**src/hw/tws_pkg.sv**
```systemverilog
// Constants, register map and status codes of the two-wire slave unit.
// Assumes an APB master on the register side and a two-wire bus master on the pins.
//
// What this block does
// - General-call byte acked: report 0x90, next byte acked per acknowledge_enable.
// - Byte answered NOT ACK reports 0x88/0x98; after flag clear, not addressed.
// - STOP or repeated START while addressed reports 0xA0; response leaves addressed state.
// - Leaving with acknowledge_enable zero: neither own address nor general call recognised.
// - Leaving with acknowledge_enable one: own address, general call only if enabled.
// - start_request written with leaving response: START once the bus is free.
// - Upper seven address bits compared; bit 0 enables general call address 0x00.
// - Own or enabled general call address; direction one transmits, zero receives.
// - Address plus direction acknowledged: flag set and valid status shown.
// - Arbitration lost then addressed for read: transmit and report 0xB0.
// - Acknowledge cleared while transmitting: last byte, then 0xC0 on NACK, 0xC8 on ACK.
// - After last byte, not addressed; master clocking on reads ones.
// - Master ACK after the last byte reports 0xC8.
// - Acknowledge zero ignores own address but bus stays monitored.
// - Own-address byte acked reports 0x80, next byte acked per acknowledge_enable.
// - Transmitter sends data register byte and expects ACK, or NACK after last.
// - With acknowledge set, SCL stays low from address ack until flag cleared.
package tws_pkg;

	// Register byte addresses.
	localparam logic [7:0] OFS_CTRL = 8'h00;
	localparam logic [7:0] OFS_STAT = 8'h04;
	localparam logic [7:0] OFS_OWN = 8'h08;
	localparam logic [7:0] OFS_DATA = 8'h0C;

	// Field positions of interface_control.
	localparam int CTL_FLAG = 7;
	localparam int CTL_ACK = 6;
	localparam int CTL_STA = 5;
	localparam int CTL_STO = 4;
	localparam int CTL_WCOL = 3;
	localparam int CTL_EN = 2;
	localparam int CTL_IE = 0;

	// Field positions of own_slave_address and the status register.
	localparam int OWN_GCE = 0;
	localparam int PRESC_W = 2;

	// Reset values.
	localparam logic [7:0] OWN_RST = 8'h00;
	localparam logic [7:0] DATA_RST = 8'hFF;

	// Status codes with the prescaler bits at zero.
	localparam logic [7:0] ST_NONE = 8'hF8;
	localparam logic [7:0] ST_SLA_W = 8'h60;
	localparam logic [7:0] ST_ARB_SLA_W = 8'h68;
	localparam logic [7:0] ST_GC = 8'h70;
	localparam logic [7:0] ST_ARB_GC = 8'h78;
	localparam logic [7:0] ST_RX_ACK = 8'h80;
	localparam logic [7:0] ST_RX_NACK = 8'h88;
	localparam logic [7:0] ST_GC_ACK = 8'h90;
	localparam logic [7:0] ST_GC_NACK = 8'h98;
	localparam logic [7:0] ST_STOP = 8'hA0;
	localparam logic [7:0] ST_SLA_R = 8'hA8;
	localparam logic [7:0] ST_ARB_SLA_R = 8'hB0;
	localparam logic [7:0] ST_TX_ACK = 8'hB8;
	localparam logic [7:0] ST_TX_NACK = 8'hC0;
	localparam logic [7:0] ST_TX_LAST = 8'hC8;

	// Bus constants and bit-slot counts within one byte frame.
	localparam logic [7:0] GEN_CALL_ADDR = 8'h00;
	localparam logic [3:0] BYTE_BITS = 4'h8;
	localparam logic [3:0] ACK_SLOT = 4'h9;

	// One-hot slave states.
	typedef enum logic [5:0] {
		S_IDLE = 6'b000001,
		S_ADDR = 6'b000010,
		S_RX = 6'b000100,
		S_TX = 6'b001000,
		S_WAIT = 6'b010000,
		S_SKIP = 6'b100000
	} tws_state_t;

endpackage

```
**src/hw/tws_slave.sv**
```systemverilog
// Two-wire slave unit: address recognition, slave receive and transmit, APB registers.
// Assumes an APB master on clk and a bus master driving SCL; pins are open drain.
//
// The register addresses and the APB interface to the registers are this design's own decisions.
`timescale 1ns/1ps
`default_nettype none
module tws_slave #(
	parameter int ADDR_W = 8
) (
	input wire logic clk,
	input wire logic rst_b,
	input wire logic ce,
	input wire logic psel,
	input wire logic penable,
	input wire logic pwrite,
	input wire logic [ADDR_W-1:0] paddr,
	input wire logic [31:0] pwdata,
	output logic [31:0] prdata,
	output logic pready,
	output logic pslverr,
	input wire logic arb_lost,
	output logic master_start,
	input wire logic scl_in,
	output logic scl_out,
	output logic scl_oe,
	input wire logic sda_in,
	output logic sda_out,
	output logic sda_oe
);

	logic rst_meta_reg;
	logic rst_n;
	logic scl_rise, scl_fall, start_det, stop_det, sda_s, bus_busy;
	logic [7:0] shreg;
	logic [3:0] cnt;
	logic sh_clr, sh_load;
	tws_pkg::tws_state_t state_reg, state_next;
	logic flag_reg, flag_next, ack_reg, ack_next, sta_reg, sta_next;
	logic sto_reg, sto_next, wcol_reg, wcol_next, en_reg, en_next, ie_reg, ie_next;
	logic [tws_pkg::PRESC_W-1:0] presc_reg, presc_next;
	logic [7:0] own_reg, own_next, data_reg, data_next, status_reg, status_next;
	logic sda_oe_reg, sda_oe_next, scl_oe_reg, scl_oe_next;
	logic tx_reg, tx_next, gc_reg, gc_next, arb_reg, arb_next;
	logic drop_reg, drop_next, rs_reg, rs_next, last_reg, last_next, ackgo_reg, ackgo_next;
	logic pend_reg, pend_next, mstart_reg, mstart_next;
	logic [31:0] rdata_reg, rdata_next;
	logic wr, mapped, flag_clear, resp, addressed, own_hit, gc_hit, m_ack;

	////////////////////////////////////////////////////////////////////////////////
	// Reset is released through two flip-flops.
	always_ff @(posedge clk or negedge rst_b) begin
		if (!rst_b) begin
			rst_meta_reg <= 1'b0;
			rst_n <= 1'b0;
		end else begin
			rst_meta_reg <= 1'b1;
			rst_n <= rst_meta_reg;
		end
	end

	////////////////////////////////////////////////////////////////////////////////
	// Pin synchroniser and byte shifter.
	tws_line_mon u_mon (
		.clk(clk),
		.rst_n(rst_n),
		.ce(ce),
		.scl_pin(scl_in),
		.sda_pin(sda_in),
		.scl_rise(scl_rise),
		.scl_fall(scl_fall),
		.start_det(start_det),
		.stop_det(stop_det),
		.sda_s(sda_s),
		.bus_busy(bus_busy)
	);

	tws_shifter #(.W(8)) u_shift (
		.clk(clk),
		.rst_n(rst_n),
		.ce(ce),
		.clr(sh_clr),
		.load(sh_load),
		.load_data(data_reg),
		.rise(scl_rise),
		.sda_in(sda_s),
		.shreg(shreg),
		.cnt(cnt)
	);

	////////////////////////////////////////////////////////////////////////////////
	// APB slave: zero wait states, read data captured in the setup phase.
	always_comb begin
		wr = psel & penable & pwrite;
		mapped = (paddr == ADDR_W'(tws_pkg::OFS_CTRL)) || (paddr == ADDR_W'(tws_pkg::OFS_STAT))
			|| (paddr == ADDR_W'(tws_pkg::OFS_OWN)) || (paddr == ADDR_W'(tws_pkg::OFS_DATA));
		pready = 1'b1;
		pslverr = psel & penable & ~mapped;
		rdata_next = rdata_reg;
		if (psel && !penable) begin
			rdata_next = 32'h0;
			if (paddr == ADDR_W'(tws_pkg::OFS_CTRL)) begin
				rdata_next[7:0] = {flag_reg, ack_reg, sta_reg, sto_reg, wcol_reg, en_reg, 1'b0, ie_reg};
			end else if (paddr == ADDR_W'(tws_pkg::OFS_STAT)) begin
				rdata_next[7:0] = status_reg | {6'h00, presc_reg};
			end else if (paddr == ADDR_W'(tws_pkg::OFS_OWN)) begin
				rdata_next[7:0] = own_reg;
			end else if (paddr == ADDR_W'(tws_pkg::OFS_DATA)) begin
				rdata_next[7:0] = data_reg;
			end
		end
	end

	// Read data register.
	always_ff @(posedge clk or negedge rst_n) begin
		if (!rst_n) begin
			rdata_reg <= 32'h0;
		end else if (ce) begin
			rdata_reg <= rdata_next;
		end
	end

	////////////////////////////////////////////////////////////////////////////////
	// Slave sequencer; software effects come first so a hardware flag set wins.
	always_comb begin
		state_next = state_reg;
		flag_next = flag_reg;
		ack_next = ack_reg;
		sta_next = sta_reg;
		sto_next = sto_reg;
		wcol_next = wcol_reg;
		en_next = en_reg;
		ie_next = ie_reg;
		presc_next = presc_reg;
		own_next = own_reg;
		data_next = data_reg;
		status_next = status_reg;
		sda_oe_next = sda_oe_reg;
		tx_next = tx_reg;
		gc_next = gc_reg;
		arb_next = arb_reg | arb_lost;
		drop_next = drop_reg;
		rs_next = rs_reg;
		last_next = last_reg;
		ackgo_next = ackgo_reg;
		pend_next = pend_reg;
		mstart_next = 1'b0;
		sh_clr = 1'b0;
		sh_load = 1'b0;
		flag_clear = 1'b0;
		addressed = (state_reg == tws_pkg::S_RX) || (state_reg == tws_pkg::S_TX)
			|| ((state_reg == tws_pkg::S_WAIT) && !drop_reg);
		// Address match uses the live acknowledge and general-call bits.
		own_hit = ack_reg && (shreg[7:1] == own_reg[7:1]);
		gc_hit = ack_reg && own_reg[tws_pkg::OWN_GCE] && (shreg == tws_pkg::GEN_CALL_ADDR);
		m_ack = ~shreg[0];
		if (wr && paddr == ADDR_W'(tws_pkg::OFS_CTRL)) begin
			ack_next = pwdata[tws_pkg::CTL_ACK];
			sta_next = pwdata[tws_pkg::CTL_STA];
			sto_next = pwdata[tws_pkg::CTL_STO];
			en_next = pwdata[tws_pkg::CTL_EN];
			ie_next = pwdata[tws_pkg::CTL_IE];
			flag_clear = pwdata[tws_pkg::CTL_FLAG];
		end
		if (wr && paddr == ADDR_W'(tws_pkg::OFS_STAT)) begin
			presc_next = pwdata[tws_pkg::PRESC_W-1:0];
		end
		if (wr && paddr == ADDR_W'(tws_pkg::OFS_OWN)) begin
			own_next = pwdata[7:0];
		end
		// The data register is writable only while the flag is set.
		if (wr && paddr == ADDR_W'(tws_pkg::OFS_DATA)) begin
			if (flag_reg) begin
				data_next = pwdata[7:0];
				wcol_next = 1'b0;
			end else begin
				wcol_next = 1'b1;
			end
		end
		if (flag_clear) begin
			flag_next = 1'b0;
		end
		resp = flag_clear && flag_reg && (state_reg == tws_pkg::S_WAIT);
		// A pending START goes to the master unit once the bus is free.
		if (pend_reg && !bus_busy) begin
			pend_next = 1'b0;
			sta_next = 1'b0;
			mstart_next = 1'b1;
		end
		if (!en_reg) begin
			state_next = tws_pkg::S_IDLE;
			sda_oe_next = 1'b0;
		end else if ((start_det || stop_det) && addressed && !flag_reg) begin
			flag_next = 1'b1;
			status_next = tws_pkg::ST_STOP;
			state_next = tws_pkg::S_WAIT;
			drop_next = 1'b1;
			rs_next = start_det;
			sda_oe_next = 1'b0;
			sh_clr = 1'b1;
		end else if (start_det && (state_reg != tws_pkg::S_WAIT)) begin
			state_next = tws_pkg::S_ADDR;
			sda_oe_next = 1'b0;
			sh_clr = 1'b1;
		end else if (stop_det && (state_reg != tws_pkg::S_WAIT)) begin
			state_next = tws_pkg::S_IDLE;
			sda_oe_next = 1'b0;
		end else begin
			unique case (state_reg)
				tws_pkg::S_IDLE, tws_pkg::S_SKIP: begin
					sda_oe_next = 1'b0;
				end
				tws_pkg::S_ADDR: begin
					if (scl_fall && cnt == tws_pkg::BYTE_BITS) begin
						if (own_hit || gc_hit) begin
							sda_oe_next = 1'b1;
							tx_next = shreg[0] & ~gc_hit;
							gc_next = gc_hit;
						end else begin
							state_next = tws_pkg::S_SKIP;
						end
					end else if (scl_fall && cnt == tws_pkg::ACK_SLOT) begin
						sda_oe_next = 1'b0;
						flag_next = 1'b1;
						if (tx_reg) begin
							status_next = arb_reg ? tws_pkg::ST_ARB_SLA_R : tws_pkg::ST_SLA_R;
						end else if (gc_reg) begin
							status_next = arb_reg ? tws_pkg::ST_ARB_GC : tws_pkg::ST_GC;
						end else begin
							status_next = arb_reg ? tws_pkg::ST_ARB_SLA_W : tws_pkg::ST_SLA_W;
						end
						arb_next = arb_lost;
						drop_next = 1'b0;
						state_next = tws_pkg::S_WAIT;
						sh_clr = 1'b1;
					end
				end
				tws_pkg::S_RX: begin
					if (scl_fall && cnt == tws_pkg::BYTE_BITS) begin
						sda_oe_next = ackgo_reg;
						data_next = shreg; // Whole byte, taken before the ack bit shifts in.
					end else if (scl_fall && cnt == tws_pkg::ACK_SLOT) begin
						sda_oe_next = 1'b0;
						flag_next = 1'b1;
						if (ackgo_reg) begin
							status_next = gc_reg ? tws_pkg::ST_GC_ACK : tws_pkg::ST_RX_ACK;
						end else begin
							status_next = gc_reg ? tws_pkg::ST_GC_NACK : tws_pkg::ST_RX_NACK;
						end
						drop_next = ~ackgo_reg;
						rs_next = 1'b0;
						state_next = tws_pkg::S_WAIT;
						sh_clr = 1'b1;
					end
				end
				tws_pkg::S_TX: begin
					if (scl_fall && cnt != 4'h0 && cnt < tws_pkg::BYTE_BITS) begin
						sda_oe_next = ~shreg[7];
					end else if (scl_fall && cnt == tws_pkg::BYTE_BITS) begin
						sda_oe_next = 1'b0;
					end else if (scl_fall && cnt == tws_pkg::ACK_SLOT) begin
						flag_next = 1'b1;
						if (!m_ack) begin
							status_next = tws_pkg::ST_TX_NACK;
						end else if (last_reg) begin
							status_next = tws_pkg::ST_TX_LAST;
						end else begin
							status_next = tws_pkg::ST_TX_ACK;
						end
						drop_next = last_reg | ~m_ack;
						rs_next = 1'b0;
						state_next = tws_pkg::S_WAIT;
						sh_clr = 1'b1;
					end
				end
				tws_pkg::S_WAIT: begin
					if (resp) begin
						status_next = tws_pkg::ST_NONE;
						if (drop_reg) begin
							// Not addressed; recognition follows the acknowledge bit written now.
							if (rs_reg) begin
								state_next = tws_pkg::S_ADDR;
							end else begin
								state_next = bus_busy ? tws_pkg::S_SKIP : tws_pkg::S_IDLE;
							end
							pend_next = pwdata[tws_pkg::CTL_STA];
						end else if (tx_reg) begin
							sh_load = 1'b1;
							sda_oe_next = ~data_reg[7];
							last_next = ~pwdata[tws_pkg::CTL_ACK];
							state_next = tws_pkg::S_TX;
						end else begin
							ackgo_next = pwdata[tws_pkg::CTL_ACK];
							state_next = tws_pkg::S_RX;
						end
					end
				end
				default: begin
					state_next = tws_pkg::S_IDLE;
					sda_oe_next = 1'b0;
				end
			endcase
		end
		// SCL is stretched while the flag is set in a slave state.
		scl_oe_next = flag_next & en_next;
	end

	// Sequencer and register state.
	always_ff @(posedge clk or negedge rst_n) begin
		if (!rst_n) begin
			state_reg <= tws_pkg::S_IDLE;
			flag_reg <= 1'b0;
			ack_reg <= 1'b0;
			sta_reg <= 1'b0;
			sto_reg <= 1'b0;
			wcol_reg <= 1'b0;
			en_reg <= 1'b0;
			ie_reg <= 1'b0;
			presc_reg <= '0;
			own_reg <= tws_pkg::OWN_RST;
			data_reg <= tws_pkg::DATA_RST;
			status_reg <= tws_pkg::ST_NONE;
			sda_oe_reg <= 1'b0;
			scl_oe_reg <= 1'b0;
			tx_reg <= 1'b0;
			gc_reg <= 1'b0;
			arb_reg <= 1'b0;
			drop_reg <= 1'b0;
			rs_reg <= 1'b0;
			last_reg <= 1'b0;
			ackgo_reg <= 1'b0;
			pend_reg <= 1'b0;
			mstart_reg <= 1'b0;
		end else if (ce) begin
			state_reg <= state_next;
			flag_reg <= flag_next;
			ack_reg <= ack_next;
			sta_reg <= sta_next;
			sto_reg <= sto_next;
			wcol_reg <= wcol_next;
			en_reg <= en_next;
			ie_reg <= ie_next;
			presc_reg <= presc_next;
			own_reg <= own_next;
			data_reg <= data_next;
			status_reg <= status_next;
			sda_oe_reg <= sda_oe_next;
			scl_oe_reg <= scl_oe_next;
			tx_reg <= tx_next;
			gc_reg <= gc_next;
			arb_reg <= arb_next;
			drop_reg <= drop_next;
			rs_reg <= rs_next;
			last_reg <= last_next;
			ackgo_reg <= ackgo_next;
			pend_reg <= pend_next;
			mstart_reg <= mstart_next;
		end
	end

	////////////////////////////////////////////////////////////////////////////////
	// Outputs; open-drain pins only ever pull low.
	assign prdata = rdata_reg;
	assign master_start = mstart_reg;
	assign scl_out = 1'b0;
	assign sda_out = 1'b0;
	assign scl_oe = scl_oe_reg;
	assign sda_oe = sda_oe_reg;

endmodule
`default_nettype wire

```
**src/hw/tws_line_mon.sv**
```systemverilog
// Synchroniser and bus-condition detector for the SCL and SDA pins.
// Assumes both pins are asynchronous and change slowly against clk.
`timescale 1ns/1ps
`default_nettype none
module tws_line_mon (
	input wire logic clk,
	input wire logic rst_n,
	input wire logic ce,
	input wire logic scl_pin,
	input wire logic sda_pin,
	output logic scl_rise,
	output logic scl_fall,
	output logic start_det,
	output logic stop_det,
	output logic sda_s,
	output logic bus_busy
);

	logic [1:0] meta_reg;
	logic [1:0] sync_reg;
	logic [1:0] prev_reg;
	logic busy_reg;
	logic busy_next;

	////////////////////////////////////////////////////////////////////////////////
	// Edge and condition decode, seen only on the second synchroniser stage.
	always_comb begin
		scl_rise = sync_reg[0] & ~prev_reg[0];
		scl_fall = ~sync_reg[0] & prev_reg[0];
		start_det = sync_reg[0] & prev_reg[0] & ~sync_reg[1] & prev_reg[1];
		stop_det = sync_reg[0] & prev_reg[0] & sync_reg[1] & ~prev_reg[1];
		sda_s = sync_reg[1];
		busy_next = busy_reg;
		if (start_det) begin
			busy_next = 1'b1;
		end else if (stop_det) begin
			busy_next = 1'b0;
		end
		bus_busy = busy_reg;
	end

	// Two-stage synchroniser; bit 0 is SCL, bit 1 is SDA, both idle high.
	always_ff @(posedge clk or negedge rst_n) begin
		if (!rst_n) begin
			meta_reg <= 2'h3;
			sync_reg <= 2'h3;
			prev_reg <= 2'h3;
			busy_reg <= 1'b0;
		end else if (ce) begin
			meta_reg <= {sda_pin, scl_pin};
			sync_reg <= meta_reg;
			prev_reg <= sync_reg;
			busy_reg <= busy_next;
		end
	end

endmodule
`default_nettype wire

```
**src/hw/tws_shifter.sv**
```systemverilog
// Byte shift register and bit-slot counter shared by receive and transmit.
// Assumes rise is a one-cycle pulse per SCL rising edge, sda_in synchronised.
`timescale 1ns/1ps
`default_nettype none
module tws_shifter #(
	parameter int W = 8
) (
	input wire logic clk,
	input wire logic rst_n,
	input wire logic ce,
	input wire logic clr,
	input wire logic load,
	input wire logic [W-1:0] load_data,
	input wire logic rise,
	input wire logic sda_in,
	output logic [W-1:0] shreg,
	output logic [3:0] cnt
);

	logic [W-1:0] sh_next;
	logic [3:0] cnt_next;

	////////////////////////////////////////////////////////////////////////////////
	// Sample on each SCL rise; the MSB is the bit driven during the next low phase.
	always_comb begin
		sh_next = shreg;
		cnt_next = cnt;
		if (load) begin
			sh_next = load_data;
			cnt_next = 4'h0;
		end else if (clr) begin
			cnt_next = 4'h0;
		end else if (rise) begin
			sh_next = {shreg[W-2:0], sda_in};
			cnt_next = (cnt == 4'hF) ? cnt : 4'(cnt + 4'h1);
		end
	end

	// State registers.
	always_ff @(posedge clk or negedge rst_n) begin
		if (!rst_n) begin
			shreg <= '0;
			cnt <= 4'h0;
		end else if (ce) begin
			shreg <= sh_next;
			cnt <= cnt_next;
		end
	end

endmodule
`default_nettype wire

```
**config.mk**
```make
export PLATFORM = sky130hd
export DESIGN_NAME = tws_slave
export DESIGN_NICKNAME = d
export VERILOG_FILES = /design/src/hw/tws_pkg.sv /design/src/hw/tws_slave.sv /design/src/hw/tws_line_mon.sv /design/src/hw/tws_shifter.sv
export SDC_FILE = /design/constraint.sdc
export NUM_CORES = 1
export LEC_CHECK = 0
export BUFFER_PORTS_ARGS = -buffer_cell sky130_fd_sc_hd__buf_4
export CORE_UTILIZATION = 45
export CTS_BUF_LIST = sky130_fd_sc_hd__clkbuf_4 sky130_fd_sc_hd__clkbuf_8
export CTS_CLUSTER_DIAMETER = 80
export DETAILED_ROUTE_END_ITERATION = 6
export GPL_TIMING_DRIVEN = 1
export PLACE_DENSITY = 0.76
export SLEW_MARGIN = 5
export SYNTH_ARGS = -nofsm -noshare
export SYNTH_HDL_FRONTEND = slang
export SYNTH_SLANG_ARGS = --single-unit
```
**constraint.sdc**
```tcl
create_clock -name clk -period 3.2 [get_ports clk]
set_input_delay 0.16 -clock clk [delete_from_list [all_inputs] [get_ports clk]]
set_output_delay 0.16 -clock clk [all_outputs]
set_load 0.01 [all_outputs]
```
# --- After elaboration in Yosys (flattened, before gate mapping) ---
# Cells that the tools add are included.
op_classes:
  n_addsub: 1
  order_cmp: 1
  eq_ne: 34
  n_mux: 136
  n_bitwise: 30
  reduce_logical: 60
op_table:
  columns: ["operator", "count"]
  rows:
  - ["8-bit two-way mux", 27]
  - ["6-bit two-way mux", 13]
  - ["1-bit two-way mux", 75]
  - ["8-bit case mux with 4 select lines", 1]
  - ["6-bit case mux with 5 select lines", 1]
  - ["4-bit two-way mux", 7]
  - ["5-bit two-way mux", 5]
  - ["1-bit logical AND", 20]
  - ["3-bit inequality test, second input constant", 6]
  - ["6-bit by 3-bit inequality test with 1-bit output, second input constant", 3]
  - ["9-bit AND reduction", 2]
  - ["8-bit by 4-bit equality test with 1-bit output, second input constant", 2]
  - ["8-bit zero test", 2]
  - ["1-bit inverter", 15]
  - ["7-bit two-way mux", 2]
  - ["7-bit inequality test, second input constant", 2]
  - ["2-bit AND reduction", 7]
  - ["13-bit AND reduction", 1]
  - ["1-bit AND", 12]
  - ["4-bit equality test, second input constant", 3]
  - ["12-bit AND reduction", 1]
  - ["6-bit AND reduction", 2]
  - ["8-bit by 3-bit equality test with 1-bit output, second input constant", 1]
  - ["8-bit by 2-bit OR with 8-bit output", 1]
  - ["31 further kinds", 51]
word_totals:
  regBits: 79
  out_inout_bits: 39
  elab_cells: 294

# --- Depth between registers and ports, before layout ---
logic_depth:
  word_depth: 14
  depth_mapped: 9
  mapped_depth_nobuf: 8

# --- Hierarchy ---
# A second synthesis with hierarchy kept.
hier_totals:
  cells_unflattened: 452
  hier_area_um2: 4638.2
modules_own_cells:
  columns: ["mod", "instances", "cells_per_inst", "area_per_inst_um2"]
  rows:
  - ["tws_slave", 1, 376, 3653.5]
  - ["tws_shifter", 1, 51, 668.1]
  - ["tws_line_mon", 1, 25, 316.6]

# --- Worst setup path before layout ---
# OpenSTA, ideal clock, no wires.
synth_timing:
  path_kind: "register to register"
  from: "reg u_mon.sync_reg[0]"
  to: "reg data_reg[0]"
  setup_time_ps: 61
  arrival_ps: 2236
  required_ps: 3139
  slack_ps: 903
  path_stages_with_launch: 9
  n_path_buf: 2
  synth_period_minus_slack_ps: 2297
  path_cell_list: "dfstp_2 -> buf_2 -> nand2_1 -> or3_1 -> o221ai_2 -> nor3_1 -> buf_2 -> o21ai_2 -> a22o_1"
synth_between:
  elab_chain_cells: 9
synth_lines:
  columns: ["element", "line_no", "rtl"]
  rows:
  - ["start: declaration", "tws_line_mon.sv:20", "logic [1:0] sync_reg;"]
  - ["start signal: assignment", "tws_line_mon.sv:51", "sync_reg <= meta_reg;"]
  - ["1-bit inverter", "tws_line_mon.sv:29", "scl_fall = ~sync_reg[0] & prev_reg[0];"]
  - ["1-bit AND", "tws_line_mon.sv:29", null]
  - ["1-bit logical AND", "tws_slave.sv:238", "if (scl_fall && cnt == tws_pkg::BYTE_BITS) begin"]
  - ["8-bit two-way mux", "tws_slave.sv:238", null]
  - ["8-bit two-way mux", "tws_slave.sv:208", "unique case (state_reg)"]
  - ["8-bit two-way mux", "tws_slave.sv:204", "end else if (stop_det && (state_reg != tws_pkg::S_WAIT)) begin"]
  - ["8-bit two-way mux", "tws_slave.sv:200", "end else if (start_det && (state_reg != tws_pkg::S_WAIT)) begin"]
  - ["8-bit two-way mux *", "tws_slave.sv:192", "end else if ((start_det || stop_det) && addressed && !flag_reg) begin"]
  - ["8-bit two-way mux *", "tws_slave.sv:189", "if (!en_reg) begin"]
  - ["end signal: assignment", "tws_slave.sv:320", "data_reg <= tws_pkg::DATA_RST;"]
  - ["end signal: assignment", "tws_slave.sv:344", "data_reg <= data_next;"]
  - ["end: declaration", "tws_slave.sv:41", "logic [7:0] own_reg, own_next, data_reg, data_next, status_reg, status_next;"]
# Mark *: on every way between the ends. The rest lies on a longest branch, timed or not.
# A chain may end at the register's enable or synchronous reset.

# --- Final worst setup path ---
layout_timing:
  from: "reg state_reg[2]"
  to: "reg data_reg[4]"
layout_between:
  elab_chain_cells: 7
layout_lines:
  columns: ["element", "line_no", "rtl"]
  rows:
  - ["start: declaration", "tws_slave.sv:37", "tws_pkg::tws_state_t state_reg, state_next;"]
  - ["start signal: assignment", "tws_slave.sv:310", "state_reg <= tws_pkg::S_IDLE;"]
  - ["start signal: assignment", "tws_slave.sv:334", "state_reg <= state_next;"]
  - ["branches (longest 5 deep; another with 8-bit two-way mux)", null, null]
  - ["8-bit two-way mux *", "tws_slave.sv:192", null]
  - ["8-bit two-way mux *", "tws_slave.sv:189", null]
# Every way passes the cells marked *.

==> flow_summary.yaml <==
synth:
  synth_seq_cells: 76
  seq_area_frac_synth_pct: 41.7
  yosys.cell_types.count: 67
  synth_edf_count: 0
  yosys_warnings: 0
  synth_top_area_share_pct: 30.3
  synth.area.top_cells: "dfrtp_1 (30%), dfstp_2 (11%), mux2_2 (6.3%)"
  yosys.area.top_type: "dfrtp_1"
  syn_area_mm2: 0.00462
  syn_inst: 482
  synth_commonest_cells: "dfrtp_1 (56), nor2_1 (39), nand2_1 (31)"
  syn_avg_cell_area_um2: 9.59
  yosys_most_used_dff: "dfrtp_1"
  yosysMostFrequentCell: "dfrtp_1"
  async_flop_share_pct: 100
setup_path:
  setup.worst_path.end: "data_reg[4]$_DFFE_PN1P_"
  worstSetupPathType: "reg2reg"
  start_kind: "flop"
  cp-end-kind: "flop"
  path_max_fanout: 9
  rrSetupSlack_ps: 530
  startpoint: "state_reg[2]$_DFFE_PN0P_"
  cp_data_required_time_ps: 3480
  crit_arrival_ps: 2950
  ff2ff_path_depth: 7
  worstReg2RegStart: "state_reg[2]$_DFFE_PN0P_"
  r2r-end: "data_reg[4]$_DFFE_PN1P_"
routing:
  drc: 0
  first_pass_iters: 5
  wl_per_cell_um: 18.1
  via_per_inst: 5.85
  drtIter0Drc: 230
  via_count: 3810
  wirelength_um: 11800
  ant_nets: 0
final_layout:
  multiInputGateArea_mm2: 0.00243
  seq_area_mm2: 0.00193
  syn_to_final_growth_pct: 10.1
  stdcell_area_mm2: 0.00509
  num_antenna_cells: 0
  fillCellCount: 905
  nets: 565
  drive_gt1_share_pct: 23.9
timing:
  rsz0062_at_grt: "no"
  timing.final.crit_share_pct: 83.5
  finalHoldViolCount: 0
  setup_viol: 0
  setup_tns_ps: 0
  whs_ps: 29.8
  slew_violations: 0
  max_freq_mhz: 374
  finClkSkew_ps: 8.77
  slew_headroom_pct: 47.2
  worst_pin_slew_ps: 791
  setup_ws_ps: 529
  layout_min_cycle_time_ps: 2670
power_and_ir_drop:
  p_leak_nw: 2.26
  power_w: 0.00248
  powerDensity_mw_per_mm2: 487
  vdd_drop_max_v: 0.000266
clocking:
  cts.sinks: 76
  clkSlewWorstSetupHoldPaths_ps: 90
  cts-root-buf: "clkbuf_8"
  cts_tree: "yes"
  cts_buffers: 9
  clk_latency_ps: 360
  htreeDepth: 3
  hold_buffers: 1
  cts_setup_buffers: 0
  clk_path_buf_depth: 2
  post_cts_resized: 0
place:
  gp_congestion: 0.899
  dp_hpwl_um: 8740
  placement.io_buffers: 36
  place_area_mm2: 0.00490
  place_ws_ps: 563
die:
  io_pins: 88
  fp.dieW_um: 103
  coreArea_mm2: 0.00986
  die_area_mm2: 0.0107
  rows: 36
  die_h_um: 103
  initial_core_util_pct: 46.9
flow_run:
  maxCapViolations: 0
grt:
  grt_pass1_vias: 3704
  antenna_found_initial: 0
  grt-ovfl-total: 0
  grt_max_degree: 35
  grt_first_pass_wirelength_um: 19000
  globalRouteTotalUtil_pct: 23.8
outcome:
  status: "finished, final reports clean"
min_path:
  hold_class: "in2reg"
## metrics by stage
| step | cells | util, % |
|---|---|---|
| floorplan | 508 | - |
| global placement | 634 | 49.7 |
| detailed placement | 634 | 49.7 |
| CTS | 651 | 51.6 |
| global route | 651 | 51.6 |
| finish | 651 | 51.6 |
## cell usage in the layout (no fill, tap or decap), types with 12 or more instances in the layout
master,instances
inv_1,17
nand3_1,25
a21oi_1,25
dfrtp_1,55
dfstp_2,20
conb_1,28
mux2i_1,24
buf_4,42
nand2_1,31
and2_1,12
o21ai_0,18
mux2_2,26
nor2_1,39
## worst min path at each step
stage / from / end / slack (ps) / cells after the start
after floorplan: rst_b / rst_meta_reg$_DFF_PN0_ / -140 / 0
after global placement: rst_b / rst_meta_reg$_DFF_PN0_ / -60 / 1
after detailed placement: rst_b / rst_meta_reg$_DFF_PN0_ / -60 / 1
after CTS: sda_in / u_mon.meta_reg[1]$_DFFE_PN1P_ / 30 / 2
after global routing: sda_in / u_mon.meta_reg[1]$_DFFE_PN1P_ / 20 / 2
final: sda_in / u_mon.meta_reg[1]$_DFFE_PN1P_ / 30 / 2
## logic make-up after synthesis
| kind of cell | share of synthesized area [%] |
|---|---|
| AO/OA/AOI/OAI | 15.6 |
| adder cells (fa/ha/maj) | 0.812 |
| XOR/XNOR | 2.46 |
| AND/OR/NAND/NOR | 19.8 |
| flip-flops | 41.7 |
| buffers and inverters | 7.90 |
| multiplexers | 11.5 |
| other | 0.162 |
## worst max-delay path, cell delays in order, from the launching register on
cell	delay [ps]
dfrtp_1	470
nor3b_1	380
and2_1	400
o221ai_2	180
nor3_1	570
buf_4	280
mux2i_1	200
o2bb2ai_1	90
## layer usage
metal  wire, um  GRT usage (%)  up-vias
li1           -              -     1747
met1       5140           30.7     1858
met2       5600           39.4      173
met3        702           4.44       32
met4        312           9.86        0
met5          0              0        -
## area by class of cell
type | count | share of cell area (%)
repair buffers | 43 | 6.39
multi-input cells | 366 | 47.7
inverters | 17 | 1.25
flip-flops and latches | 76 | 37.9
clock inverters | 6 | 0.934
clock buffers | 10 | 2.58
well taps | 133 | 3.27
## power by group
group          total (W)  leakage, nW  switching [W]  internal (W)
Combinational   0.000500         1.26       0.000268      0.000232
Clock           0.000694       0.0790       0.000398      0.000296
Sequential       0.00129        0.921       0.000194       0.00109
Note: power is estimated with default switching activity, not from simulation.
